==> config.mk <==
export PLATFORM = sky130hd
export DESIGN_NAME = tpwm_top
export DESIGN_NICKNAME = d
export VERILOG_FILES = /design/src/logic/tpwm_pkg.sv /design/src/logic/tpwm_top.sv
export VERILOG_INCLUDE_DIRS = /design/src /design/src/logic
export SDC_FILE = /design/constraint.sdc
export NUM_CORES = 1
export LEC_CHECK = 0
export BUFFER_PORTS_ARGS = -buffer_cell sky130_fd_sc_hd__clkbuf_2
export CAP_MARGIN = 25
export CORE_ASPECT_RATIO = 0.75
export CORE_MARGIN = 4
export CORE_UTILIZATION = 37
export CTS_BUF_LIST = sky130_fd_sc_hd__clkbuf_16
export DETAILED_ROUTE_END_ITERATION = 16
export PLACE_DENSITY_LB_ADDON = 0.3
export RECOVER_POWER = 100
export SLEW_MARGIN = 30
export SYNTH_ARGS = -nofsm -noshare
export SYNTH_HDL_FRONTEND = slang
export SYNTH_SLANG_ARGS = --single-unit
==> constraint.sdc <==
create_clock -name pclk -period 10 [get_ports pclk]
set_input_delay 2 -clock pclk [delete_from_list [all_inputs] [get_ports pclk]]
set_output_delay 2 -clock pclk [all_outputs]
set_load 0.02 [all_outputs]
==> src/logic/tpwm_regs.svh <==
// register offsets, field positions, reset values and timing counts of the modulator block
`ifndef TPWM_REGS_SVH
`define TPWM_REGS_SVH

// apb byte offsets
`define TPWM_CTRL0_OFS 8'h00
`define TPWM_DHI0_OFS 8'h04
`define TPWM_DLO0_OFS 8'h08
`define TPWM_CTRL1_OFS 8'h0C
`define TPWM_DHI1_OFS 8'h10
`define TPWM_DLO1_OFS 8'h14
`define TPWM_TSEL_OFS 8'h18
`define TPWM_PIN_OFS 8'h1C
`define TPWM_TMR_BASE 8'h20
`define TPWM_TMR_STRIDE 8'h10
// per-timer offsets relative to its base
`define TPWM_PER_SUB 4'h0
`define TPWM_CNT_SUB 4'h4
`define TPWM_TCTL_SUB 4'h8
`define TPWM_FLAG_SUB 4'hC

// field positions
`define TPWM_EN_BIT 7
`define TPWM_OUT_BIT 5
`define TPWM_POL_BIT 4
`define TPWM_RUN_BIT 7
`define TPWM_PSC_LSB 4
`define TPWM_DLO_LSB 6

// reset values
`define TPWM_TSEL_RST 4'h5
`define TPWM_PER_RST 8'hFF
`define TPWM_DIR_RST 2'h3

// fine counter: four input clocks per instruction cycle
`define TPWM_CLK_PER_INSN 9'h004
`endif

==> src/logic/tpwm_pkg.sv <==
// types shared by the modulator block
`default_nettype none
package tpwm_pkg;
  // one modulator channel
  typedef struct packed {
    logic en;
    logic pol;
    logic out;
    logic [7:0] dhi;
    logic [1:0] dlo;
    logic [9:0] dbuf;
  } tpwm_mod_t;

  // one shared 8-bit period timer
  typedef struct packed {
    logic run;
    logic [2:0] psc;
    logic [7:0] per;
    logic [7:0] cnt;
    logic [8:0] fine;
    logic flag;
  } tpwm_tmr_t;

  // whole block state
  typedef struct packed {
    tpwm_mod_t [1:0] m;
    tpwm_tmr_t [2:0] t;
    logic [3:0] tsel;
    logic [1:0] dir;
    logic [1:0] route;
    logic [1:0] latch;
    logic [2:0] slp_sync;
    logic slp;
    logic [31:0] rdata;
  } tpwm_state_t;

  // register selected by an apb address
  typedef enum {
    TPWM_R_NONE, TPWM_R_CTRL, TPWM_R_DHI, TPWM_R_DLO, TPWM_R_TSEL, TPWM_R_PIN,
    TPWM_R_PER, TPWM_R_CNT, TPWM_R_TCTL, TPWM_R_FLAG
  } tpwm_reg_e;

  // decoded register and its channel or timer index
  typedef struct packed {
    tpwm_reg_e kind;
    logic [1:0] idx;
  } tpwm_dec_t;
endpackage : tpwm_pkg
`default_nettype wire

==> src/logic/tpwm_top.sv <==
// two-channel timer-based pulse-width modulator with three shared period timers and apb access
//
// Overview of operation
// - timer wrap sets every enabled output using it whose duty is nonzero
// - output clears when time base equals duty
// - duty at or above period gives full duty
// - after period match: clear, latch, set output
// - compare only buffered duty, refreshed at match
// - duty writes never disturb current period
// - polarity bit inverts the output
// - per-channel timer select, defaults first timer
// - period shared, duty per channel
// - ten-bit resolution when period is 255
// - period is (limit+1) x4 x prescale clocks
// - time base: count plus two fine bits
// - no postscaler in the waveform
// - sleep freezes timer and output
// - reset returns all registers to defaults
// - pin muxed with port latch, direction gated
// - enable bit turns the channel on
// - read-only bit shows output level
//
// Design decisions made here: the register addresses and the APB slave port.
`include "tpwm_regs.svh"
`timescale 1ns/10ps
`default_nettype none

module tpwm_top (
  // clock and reset
  input wire logic pclk,
  input wire logic presetn,
  // apb slave
  input wire logic psel,
  input wire logic penable,
  input wire logic pwrite,
  input wire logic [7:0] paddr,
  input wire logic [31:0] pwdata,
  output logic [31:0] prdata,
  output logic pready,
  output logic pslverr,
  // power state
  input wire logic sleep_req,
  // channel outputs to on-chip peripherals
  output logic [1:0] modulator_output,
  // port pins
  output logic [1:0] pin_out,
  output logic [1:0] pin_oe
);

  tpwm_pkg::tpwm_state_t s_q;
  tpwm_pkg::tpwm_state_t s_d;
  tpwm_pkg::tpwm_dec_t wdec;
  tpwm_pkg::tpwm_dec_t rdec;
  logic wr_en;
  logic [2:0] wrap_t;
  logic [2:0] act_t;
  logic [9:0] tb_t [3];
  logic [8:0] fmax_t [3];
  logic [1:0] wrap_m;
  logic [1:0] act_m;
  logic [9:0] tb_m [2];
  logic [8:0] nfine_t [3];
  logic [9:0] ntb_t [3];
  logic [9:0] ntb_m [2];

  // address decode shared by the read and write paths
  function automatic tpwm_pkg::tpwm_dec_t reg_decode(input logic [7:0] a);
    tpwm_pkg::tpwm_dec_t r;
    logic [7:0] rel;
    r.kind = tpwm_pkg::TPWM_R_NONE;
    r.idx = 2'h0;
    rel = a - `TPWM_TMR_BASE;
    if (a == `TPWM_CTRL0_OFS || a == `TPWM_CTRL1_OFS) begin
      r.kind = tpwm_pkg::TPWM_R_CTRL;
      r.idx = {1'b0, a == `TPWM_CTRL1_OFS};
    end else if (a == `TPWM_DHI0_OFS || a == `TPWM_DHI1_OFS) begin
      r.kind = tpwm_pkg::TPWM_R_DHI;
      r.idx = {1'b0, a == `TPWM_DHI1_OFS};
    end else if (a == `TPWM_DLO0_OFS || a == `TPWM_DLO1_OFS) begin
      r.kind = tpwm_pkg::TPWM_R_DLO;
      r.idx = {1'b0, a == `TPWM_DLO1_OFS};
    end else if (a == `TPWM_TSEL_OFS) begin
      r.kind = tpwm_pkg::TPWM_R_TSEL;
    end else if (a == `TPWM_PIN_OFS) begin
      r.kind = tpwm_pkg::TPWM_R_PIN;
    end else if (a >= `TPWM_TMR_BASE && rel < 8'h30 && a[1:0] == 2'h0) begin
      r.idx = rel[5:4];
      if (rel[3:0] == `TPWM_PER_SUB) begin
        r.kind = tpwm_pkg::TPWM_R_PER;
      end else if (rel[3:0] == `TPWM_CNT_SUB) begin
        r.kind = tpwm_pkg::TPWM_R_CNT;
      end else if (rel[3:0] == `TPWM_TCTL_SUB) begin
        r.kind = tpwm_pkg::TPWM_R_TCTL;
      end else begin
        r.kind = tpwm_pkg::TPWM_R_FLAG;
      end
    end
    return r;
  endfunction : reg_decode

  // timer index chosen by a two-bit select field; zero selects no timer
  function automatic logic [1:0] sel_timer(input logic [1:0] f);
    return (f == 2'h0) ? 2'h3 : 2'(f - 2'h1);
  endfunction : sel_timer

  assign wdec = reg_decode(paddr);
  assign rdec = wdec;
  assign wr_en = psel && penable && pwrite;

  // apb handshake: every access completes in its first access cycle
  assign pready = 1'b1;
  assign pslverr = psel && penable && (wdec.kind == tpwm_pkg::TPWM_R_NONE);
  assign prdata = s_q.rdata;

  // per-timer wrap, activity and ten-bit time base; postscaler takes no part
  for (genvar i = 0; i < 3; i++) begin : g_tmr
    assign fmax_t[i] = 9'((`TPWM_CLK_PER_INSN << s_q.t[i].psc) - 9'h001);
    assign act_t[i] = s_q.t[i].run && !s_q.slp;
    assign wrap_t[i] = act_t[i] && (s_q.t[i].fine == fmax_t[i])
                       && (s_q.t[i].cnt == s_q.t[i].per);
    assign tb_t[i] = {s_q.t[i].cnt, 2'(s_q.t[i].fine >> s_q.t[i].psc)};
    // time base of the next clock, so the output is already low while it equals the duty
    assign nfine_t[i] = (s_q.t[i].fine == fmax_t[i]) ? 9'h000 : 9'(s_q.t[i].fine + 9'h001);
    assign ntb_t[i] = {((s_q.t[i].fine == fmax_t[i]) ? 8'(s_q.t[i].cnt + 8'h01) : s_q.t[i].cnt),
                       2'(nfine_t[i] >> s_q.t[i].psc)};
  end

  // per-channel view of its selected timer
  for (genvar j = 0; j < 2; j++) begin : g_mod
    logic [1:0] ti;
    assign ti = sel_timer(s_q.tsel[2*j +: 2]);
    assign wrap_m[j] = (ti != 2'h3) && wrap_t[ti];
    assign act_m[j] = (ti != 2'h3) && act_t[ti];
    assign tb_m[j] = (ti != 2'h3) ? tb_t[ti] : 10'h000;
    assign ntb_m[j] = (ti != 2'h3) ? ntb_t[ti] : 10'h000;
    assign modulator_output[j] = s_q.m[j].out ^ s_q.m[j].pol;
    assign pin_out[j] = s_q.route[j] ? modulator_output[j] : s_q.latch[j];
    assign pin_oe[j] = !s_q.dir[j];
  end

  // next-state logic: sync, timers, channels, register writes, read capture
  always_comb begin
    s_d = s_q;
    // sleep request: three flops, accepted once the last two agree
    s_d.slp_sync = {s_q.slp_sync[1:0], sleep_req};
    if (s_q.slp_sync[1] == s_q.slp_sync[2]) begin
      s_d.slp = s_q.slp_sync[2];
    end
    // shared timers
    for (int i = 0; i < 3; i++) begin
      if (act_t[i]) begin
        if (s_q.t[i].fine == fmax_t[i]) begin
          s_d.t[i].fine = 9'h000;
          if (wrap_t[i]) begin
            s_d.t[i].cnt = 8'h00;
            s_d.t[i].flag = 1'b1;
          end else begin
            s_d.t[i].cnt = 8'(s_q.t[i].cnt + 8'h01);
          end
        end else begin
          s_d.t[i].fine = 9'(s_q.t[i].fine + 9'h001);
        end
      end
    end
    // channels
    for (int j = 0; j < 2; j++) begin
      if (wrap_m[j]) begin
        s_d.m[j].dbuf = {s_q.m[j].dhi, s_q.m[j].dlo};
        s_d.m[j].out = s_q.m[j].en && ({s_q.m[j].dhi, s_q.m[j].dlo} != 10'h000);
      end else if (act_m[j] && ntb_m[j] == s_q.m[j].dbuf) begin
        s_d.m[j].out = 1'b0;
      end
      if (!s_q.m[j].en) begin
        s_d.m[j].out = 1'b0;
      end
    end
    // register writes take effect at the access edge
    if (wr_en) begin
      case (wdec.kind)
        tpwm_pkg::TPWM_R_CTRL: begin
          s_d.m[wdec.idx[0]].en = pwdata[`TPWM_EN_BIT];
          s_d.m[wdec.idx[0]].pol = pwdata[`TPWM_POL_BIT];
        end
        tpwm_pkg::TPWM_R_DHI: begin
          s_d.m[wdec.idx[0]].dhi = pwdata[7:0];
        end
        tpwm_pkg::TPWM_R_DLO: begin
          s_d.m[wdec.idx[0]].dlo = pwdata[`TPWM_DLO_LSB +: 2];
        end
        tpwm_pkg::TPWM_R_TSEL: begin
          s_d.tsel = pwdata[3:0];
        end
        tpwm_pkg::TPWM_R_PIN: begin
          s_d.dir = pwdata[1:0];
          s_d.route = pwdata[5:4];
          s_d.latch = pwdata[9:8];
        end
        tpwm_pkg::TPWM_R_PER: begin
          s_d.t[wdec.idx].per = pwdata[7:0];
        end
        tpwm_pkg::TPWM_R_CNT: begin
          s_d.t[wdec.idx].cnt = pwdata[7:0];
          s_d.t[wdec.idx].fine = 9'h000;
        end
        tpwm_pkg::TPWM_R_TCTL: begin
          s_d.t[wdec.idx].run = pwdata[`TPWM_RUN_BIT];
          s_d.t[wdec.idx].psc = pwdata[`TPWM_PSC_LSB +: 3];
        end
        tpwm_pkg::TPWM_R_FLAG: begin
          // write one clears, a wrap in the same cycle wins
          if (pwdata[0] && !wrap_t[wdec.idx]) begin
            s_d.t[wdec.idx].flag = 1'b0;
          end
        end
        default: begin
        end
      endcase
    end
    // read data captured in the setup cycle
    if (psel && !penable) begin
      s_d.rdata = 32'h0000_0000;
      case (rdec.kind)
        tpwm_pkg::TPWM_R_CTRL: begin
          s_d.rdata[`TPWM_EN_BIT] = s_q.m[rdec.idx[0]].en;
          s_d.rdata[`TPWM_OUT_BIT] = modulator_output[rdec.idx[0]];
          s_d.rdata[`TPWM_POL_BIT] = s_q.m[rdec.idx[0]].pol;
        end
        tpwm_pkg::TPWM_R_DHI: begin
          s_d.rdata[7:0] = s_q.m[rdec.idx[0]].dhi;
        end
        tpwm_pkg::TPWM_R_DLO: begin
          s_d.rdata[`TPWM_DLO_LSB +: 2] = s_q.m[rdec.idx[0]].dlo;
        end
        tpwm_pkg::TPWM_R_TSEL: begin
          s_d.rdata[3:0] = s_q.tsel;
        end
        tpwm_pkg::TPWM_R_PIN: begin
          s_d.rdata[1:0] = s_q.dir;
          s_d.rdata[5:4] = s_q.route;
          s_d.rdata[9:8] = s_q.latch;
        end
        tpwm_pkg::TPWM_R_PER: begin
          s_d.rdata[7:0] = s_q.t[rdec.idx].per;
        end
        tpwm_pkg::TPWM_R_CNT: begin
          s_d.rdata[7:0] = s_q.t[rdec.idx].cnt;
        end
        tpwm_pkg::TPWM_R_TCTL: begin
          s_d.rdata[`TPWM_RUN_BIT] = s_q.t[rdec.idx].run;
          s_d.rdata[`TPWM_PSC_LSB +: 3] = s_q.t[rdec.idx].psc;
        end
        tpwm_pkg::TPWM_R_FLAG: begin
          s_d.rdata[0] = s_q.t[rdec.idx].flag;
        end
        default: begin
        end
      endcase
    end
  end

  // state register with reset defaults
  always_ff @(posedge pclk or negedge presetn) begin
    if (!presetn) begin
      s_q <= '0;
      s_q.tsel <= `TPWM_TSEL_RST;
      s_q.dir <= `TPWM_DIR_RST;
      for (int i = 0; i < 3; i++) begin
        s_q.t[i].per <= `TPWM_PER_RST;
      end
    end else begin
      s_q <= s_d;
    end
  end
endmodule : tpwm_top
`default_nettype wire

# Yosys cells after proc, flatten, opt, wreduce, memory -nomap -nowiden
# Index checks and enable logic that the tools add are counted.
[classes] bitwise_logic=4 n_shift=6 order_cmp=10 eq_ne=30 addsub=12 n_mux=111 reduce_logical=48
[ops] cell="$bwmux W90" n=6
[ops] cell="$demux W30 S2" n=6
[ops] cell="$pmux W90 S4" n=1
[ops] cell="$bwmux W46" n=4
[ops] cell="$mux W144" n=1
[ops] cell="$pmux W46 S3" n=1
[ops] cell="$mux W34" n=4
[ops] cell="$eq A32 B3 Y1 const B" n=4
[ops] cell="$mux W32" n=4
[ops] cell="$demux W23 S1" n=4
[ops] cell="$mux W10" n=9
[ops] cell="$mux W90" n=1
[ops] cell="$mux W18" n=4
[ops] cell="$mux W8" n=9
[ops] cell="$mux W23" n=3
[ops] cell="$eq A32 B2 Y1 const B" n=2
[ops] cell="$eq A32 B4 Y1 const B" n=2
[ops] cell="$bmux W30 S2" n=1
[ops] cell="$mux W30" n=2
[ops] cell="$bmux W10 S2" n=2
[ops] cell="$eq A32 B1 Y1 const B" n=1
[ops] cell="$eq A8 B5 Y1 const B" n=4
[ops] cell="$logic_not A32 Y1" n=1
[ops] cell="$mux W29" n=1
[ops] cell="50 further kinds" n=144
[totals] input_bits=46 ff_bits=160 word_cells=258 out_inout_bits=40

# Depth between registers and ports, before layout
[logic_depth] word_depth=19 mapped_depth=17 ltp_nobuf=13

# Worst setup path after synthesis
# OpenSTA, ideal clock, no wires.
[synth_path] path_type="input -> output" start="input paddr[5]" end="output pslverr" required_ns=8.000 t_arrival_ns=3.002 path_slack_ns=4.998 cell_stages=7 n_path_buf=0 cell_sequence="inv_1 ha_1 xnor2_1 nand3_1 nor2_1 nor2_1 and3_1"
[synth_via] elab_chain_cells=12 word_cells_on_any_way=24 cone_classes="1 x add/sub; 2 x order compare; 7 x eq/ne; 6 x mux; 8 x reduce/logical"
[synth_rtl] element="start, declared" line_no="tpwm_top.sv:36" text="input wire logic [7:0] paddr,"
[synth_rtl] element="$sub A8 B6 Y8 (no source line)"
[synth_rtl] element="$lt A8 B6 Y1" line_no="tpwm_top.sv:86" text="end else if (a >= `TPWM_TMR_BASE && rel < 8'h30 && a[1:0] == 2'h0) begin"
[synth_rtl] element="$logic_and A1 B1 Y1 (2 in series)" line_no="tpwm_top.sv:86"
[synth_rtl] element="$mux W34" line_no="tpwm_top.sv:86"
[synth_rtl] element="$mux W32" line_no="tpwm_top.sv:84" text="end else if (a == `TPWM_PIN_OFS) begin"
[synth_rtl] element="$mux W32" line_no="tpwm_top.sv:82" text="end else if (a == `TPWM_TSEL_OFS) begin"
[synth_rtl] element="$mux W34" line_no="tpwm_top.sv:79" text="end else if (a == `TPWM_DLO0_OFS || a == `TPWM_DLO1_OFS) begin"
[synth_rtl] element="$mux W34" line_no="tpwm_top.sv:76" text="end else if (a == `TPWM_DHI0_OFS || a == `TPWM_DHI1_OFS) begin"
[synth_rtl] element="$mux W34 (*)" line_no="tpwm_top.sv:73" text="if (a == `TPWM_CTRL0_OFS || a == `TPWM_CTRL1_OFS) begin"
[synth_rtl] element="$logic_not A32 Y1 (*)" line_no="tpwm_top.sv:112" text="assign pslverr = psel && penable && (wdec.kind == tpwm_pkg::TPWM_R_NONE);"
[synth_rtl] element="$logic_and A1 B1 Y1 (*)" line_no="tpwm_top.sv:112"
[synth_rtl] element="end, declared" line_no="tpwm_top.sv:40" text="output logic pslverr,"
# Every way passes the cells marked *; elsewhere a longest branch is shown, timed or not.

==> insert_results.sql <==
INSERT INTO impl_metrics (metric_group, metric, value, unit) VALUES
('routing', 'antenna_violating_nets_post_route', '0', ''),
('die', 'floorplan.io_pins', '86', ''),
('global_routing', 'grt_first_pass_wirelength', '58500', 'um'),
('worst_setup_path', 'critPathRequiredTime', '10.51', 'ns'),
('routing', 'drcViolationCount', '0', ''),
('status', 'outcome', 'finished with violations', ''),
('global_routing', 'pin_count_of_the_biggest_net_entering_global_routing', '60', ''),
('final_layout', 'design.final.nets', '1380', ''),
('power', 'leakage', '4.97', 'nW'),
('die', 'start_util', '37.9', '%'),
('worst_setup_path', 'critPathKind', 'primary input to async pin', ''),
('min_path', 'hp-class', 'register to register', ''),
('die', 'dieWidth', '212', 'um'),
('final_layout', 'final_core_util', '40.3', '%'),
('sta', 'final-max-slew-violation-count', '147', ''),
('sta', 'setup_viol_count_final', '0', ''),
('placed_design', 'gp_congestion', '0.975', ''),
('sta', 'max_clock_freq', '152', 'MHz'),
('global_routing', 'first_global_vias', '9563', ''),
('sta', 'timing.final.hold_violations', '0', ''),
('worst_setup_path', 'critPathCaptureType', 'async pin', ''),
('routing', 'detailedRoute.firstIterationViolations', '1290', ''),
('die', 'die_height', '161', 'um'),
('global_routing', 'gr-total-overflow', '0', ''),
('placed_design', 'numPlacedInstances', '1702', ''),
('synthesis', 'cell_type_contributing_the_most_total_cell_area_after_synthesis', 'sky130_fd_sc_hd__dfrtp_1', ''),
('worst_setup_path', 'worstPathArrival', '7.07', 'ns'),
('clock_tree', 'postCtsResizedCells', '0', ''),
('synthesis', 'ys_dominant_reg_cell', 'sky130_fd_sc_hd__dfrtp_1', ''),
('worst_setup_path', 'crit_top_cell', 'sky130_fd_sc_hd__clkbuf_1', ''),
('sta', 'timing.setup.tns', '0', 'ns'),
('placed_design', 'placement.io_buffers', '40', ''),
('worst_setup_path', 'rr_worst_depth', '11', ''),
('power', 'report.power.total', '1.72', 'mW'),
('global_routing', 'antenna_violations_before_repair', '0', ''),
('clock_tree', 'clock_sinks', '160', ''),
('synthesis', 'synth.yosys.warnings', '0', ''),
('routing', 'post_drt_via_cell_ratio', '6.07', ''),
('placed_design', 'dp_slack', '4.51', 'ns'),
('run', 'drv.max_cap_violation_count', '3', ''),
('clock_tree', 'post_cts_hold_buffer_count', '0', ''),
('synthesis', 'yosys.cell_count.top_type', 'sky130_fd_sc_hd__nand2_1', ''),
('worst_setup_path', 'end_of_the_worst_register_to_register_path', 's_q[179]', ''),
('die', 'floorplan.rows', '55', ''),
('sta', 'grt_setup_unrepaired', 'no', ''),
('clock_tree', 'clk_pin_slew_worst_paths', '0.07', 'ns'),
('final_layout', 'num_antenna_cells', '0', ''),
('final_layout', 'growth_of_design_area_from_synthesis_to_finish', '6.29', '%'),
('worst_setup_path', 'critical_path_peak_fanout', '59', ''),
('worst_setup_path', 'setup.reg_to_reg.worst_slack', '4.87', 'ns'),
('status', 'failed_checks', 'capacitance limit, slew limit', ''),
('sta', 'timing.slew.headroom', '-112', '%'),
('synthesis', 'post_synth_inst_count', '1366', ''),
('die', 'coreArea', '30500', 'um^2'),
('routing', 'routed_wire_length_per_instance', '22.0', 'um'),
('die', 'fp.dieArea', '34200', 'um^2'),
('synthesis', 'synth.avg_cell_area', '8.47', 'um^2'),
('clock_tree', 'tritoncts', 'built', ''),
('synthesis', 'yosys_register_bits', '160', ''),
('sta', 'timing_worst_slew_pin_value', '3.18', 'ns'),
('routing', 'post_route_wl', '38100', 'um'),
('sta', 'post-route-min-period', '6.56', 'ns'),
('routing', 'vias', '10528', ''),
('sta', 'fin_ws', '3.44', 'ns'),
('sta', 'fin_crit_sh', '65.6', '%'),
('worst_setup_path', 'crit_chain', 'clkbuf_1, clkbuf_1, buf_4', ''),
('final_layout', 'n_fill_cell', '3075', ''),
('clock_tree', 'h-tree-depth', '4', ''),
('worst_setup_path', 'max_stage_delay', '2.19', 'ns'),
('power', 'cellPowerDensity', '140', 'nW/um^2'),
('routing', 'first_pass_iters', '6', '');
-- metal layers --
metal | part of all wire, % | track usage [%]
met3 | 11 | 7.61
met5 | 0 | 0
met4 | 2.1 | 6.45
met1 | 48 | 34.6
met2 | 39 | 28.2
-- critical path: cells and delay by family --
kind                   cells  cell delay [ns]
buffers and inverters      3             4.96
-- layout by cell type, fill, tap and decap left out, types with 10 or more instances in the layout --
cell                        count
sky130_fd_sc_hd__and3_1        20
sky130_fd_sc_hd__conb_1        23
sky130_fd_sc_hd__buf_4         11
sky130_fd_sc_hd__nor2b_1       19
sky130_fd_sc_hd__nand2_1      161
sky130_fd_sc_hd__a211oi_1      10
sky130_fd_sc_hd__ha_1          12
sky130_fd_sc_hd__dfrtp_1      132
sky130_fd_sc_hd__nor2_1       108
sky130_fd_sc_hd__dfstp_2       26
sky130_fd_sc_hd__xor2_1        23
sky130_fd_sc_hd__or3_1         13
sky130_fd_sc_hd__mux2i_1       12
sky130_fd_sc_hd__nor4_1        17
sky130_fd_sc_hd__mux2_2        72
sky130_fd_sc_hd__or2_2         11
sky130_fd_sc_hd__o21ai_0       96
sky130_fd_sc_hd__nand2b_1      16
sky130_fd_sc_hd__o21a_1        10
sky130_fd_sc_hd__o31a_1        14
sky130_fd_sc_hd__nor3_1        30
sky130_fd_sc_hd__clkbuf_1      22
sky130_fd_sc_hd__and2_1        10
sky130_fd_sc_hd__clkbuf_2      23
sky130_fd_sc_hd__clkbuf_16     17
sky130_fd_sc_hd__nand4_1       21
sky130_fd_sc_hd__inv_1         26
sky130_fd_sc_hd__nand3_1       39
sky130_fd_sc_hd__xnor2_1       50
sky130_fd_sc_hd__o211ai_1      11
sky130_fd_sc_hd__a21oi_1       88
sky130_fd_sc_hd__o221ai_1      11
sky130_fd_sc_hd__o22ai_1       16
-- worst min-delay path by stage --
stage | startpoint | to | cells past startpoint
5_1_grt | s_d[34] | s_d[35] | 0
6_report | s_d[34] | s_d[35] | 0
2_1_floorplan | s_d[34] | s_d[35] | 0
4_1_cts | s_d[34] | s_d[35] | 0
3_3_place_gp | s_d[34] | s_d[35] | 0
3_5_place_dp | s_d[34] | s_d[35] | 0
-- layout make-up --
type | count | area [um^2] | area share [%]
clock buffers | 17 | 425 | 3.46
multi-input cells | 1060 | 6800 | 55.4
well taps | 399 | 499 | 4.06
repair buffers | 56 | 280 | 2.28
inverters | 27 | 101 | 0.825
flip-flops and latches | 160 | 4040 | 32.9
clock inverters | 15 | 143 | 1.16
-- state kept, by name, summed over array words and instances, names as in the netlist --
| register | count |
|---|---|
| s_d | 2 |
| prdata | 10 |
| s_q | 148 |
-- report_power, final --
part / internal (mW) / total (mW) / switching (mW)
combinational: 0.124 / 0.327 / 0.203
sequential: 0.675 / 0.735 / 0.0597
clock: 0.331 / 0.657 / 0.326
-- per-stage QoR --
step / area (um^2) / hold WS [ns]
after detailed placement: 11800 / 0.337
after global routing: 12300 / 0.363
after floorplan: 11600 / 0.331
after CTS: 12400 / 0.354
final: 12300 / 0.352
after global placement: 11800 / 0.334
-- cells by family after synthesis --
logic type               synth area share [%]
AO/OA/AOI/OAI                            20.7
XOR/XNOR                                 5.53
adder cells (fa/ha/maj)                  1.38
buffers and inverters                    7.02
flip-flops                               34.9
multiplexers                             8.73
other                                  0.0649
AND/OR/NAND/NOR                          21.6
No activity file was read; power rests on OpenSTA's default activity.
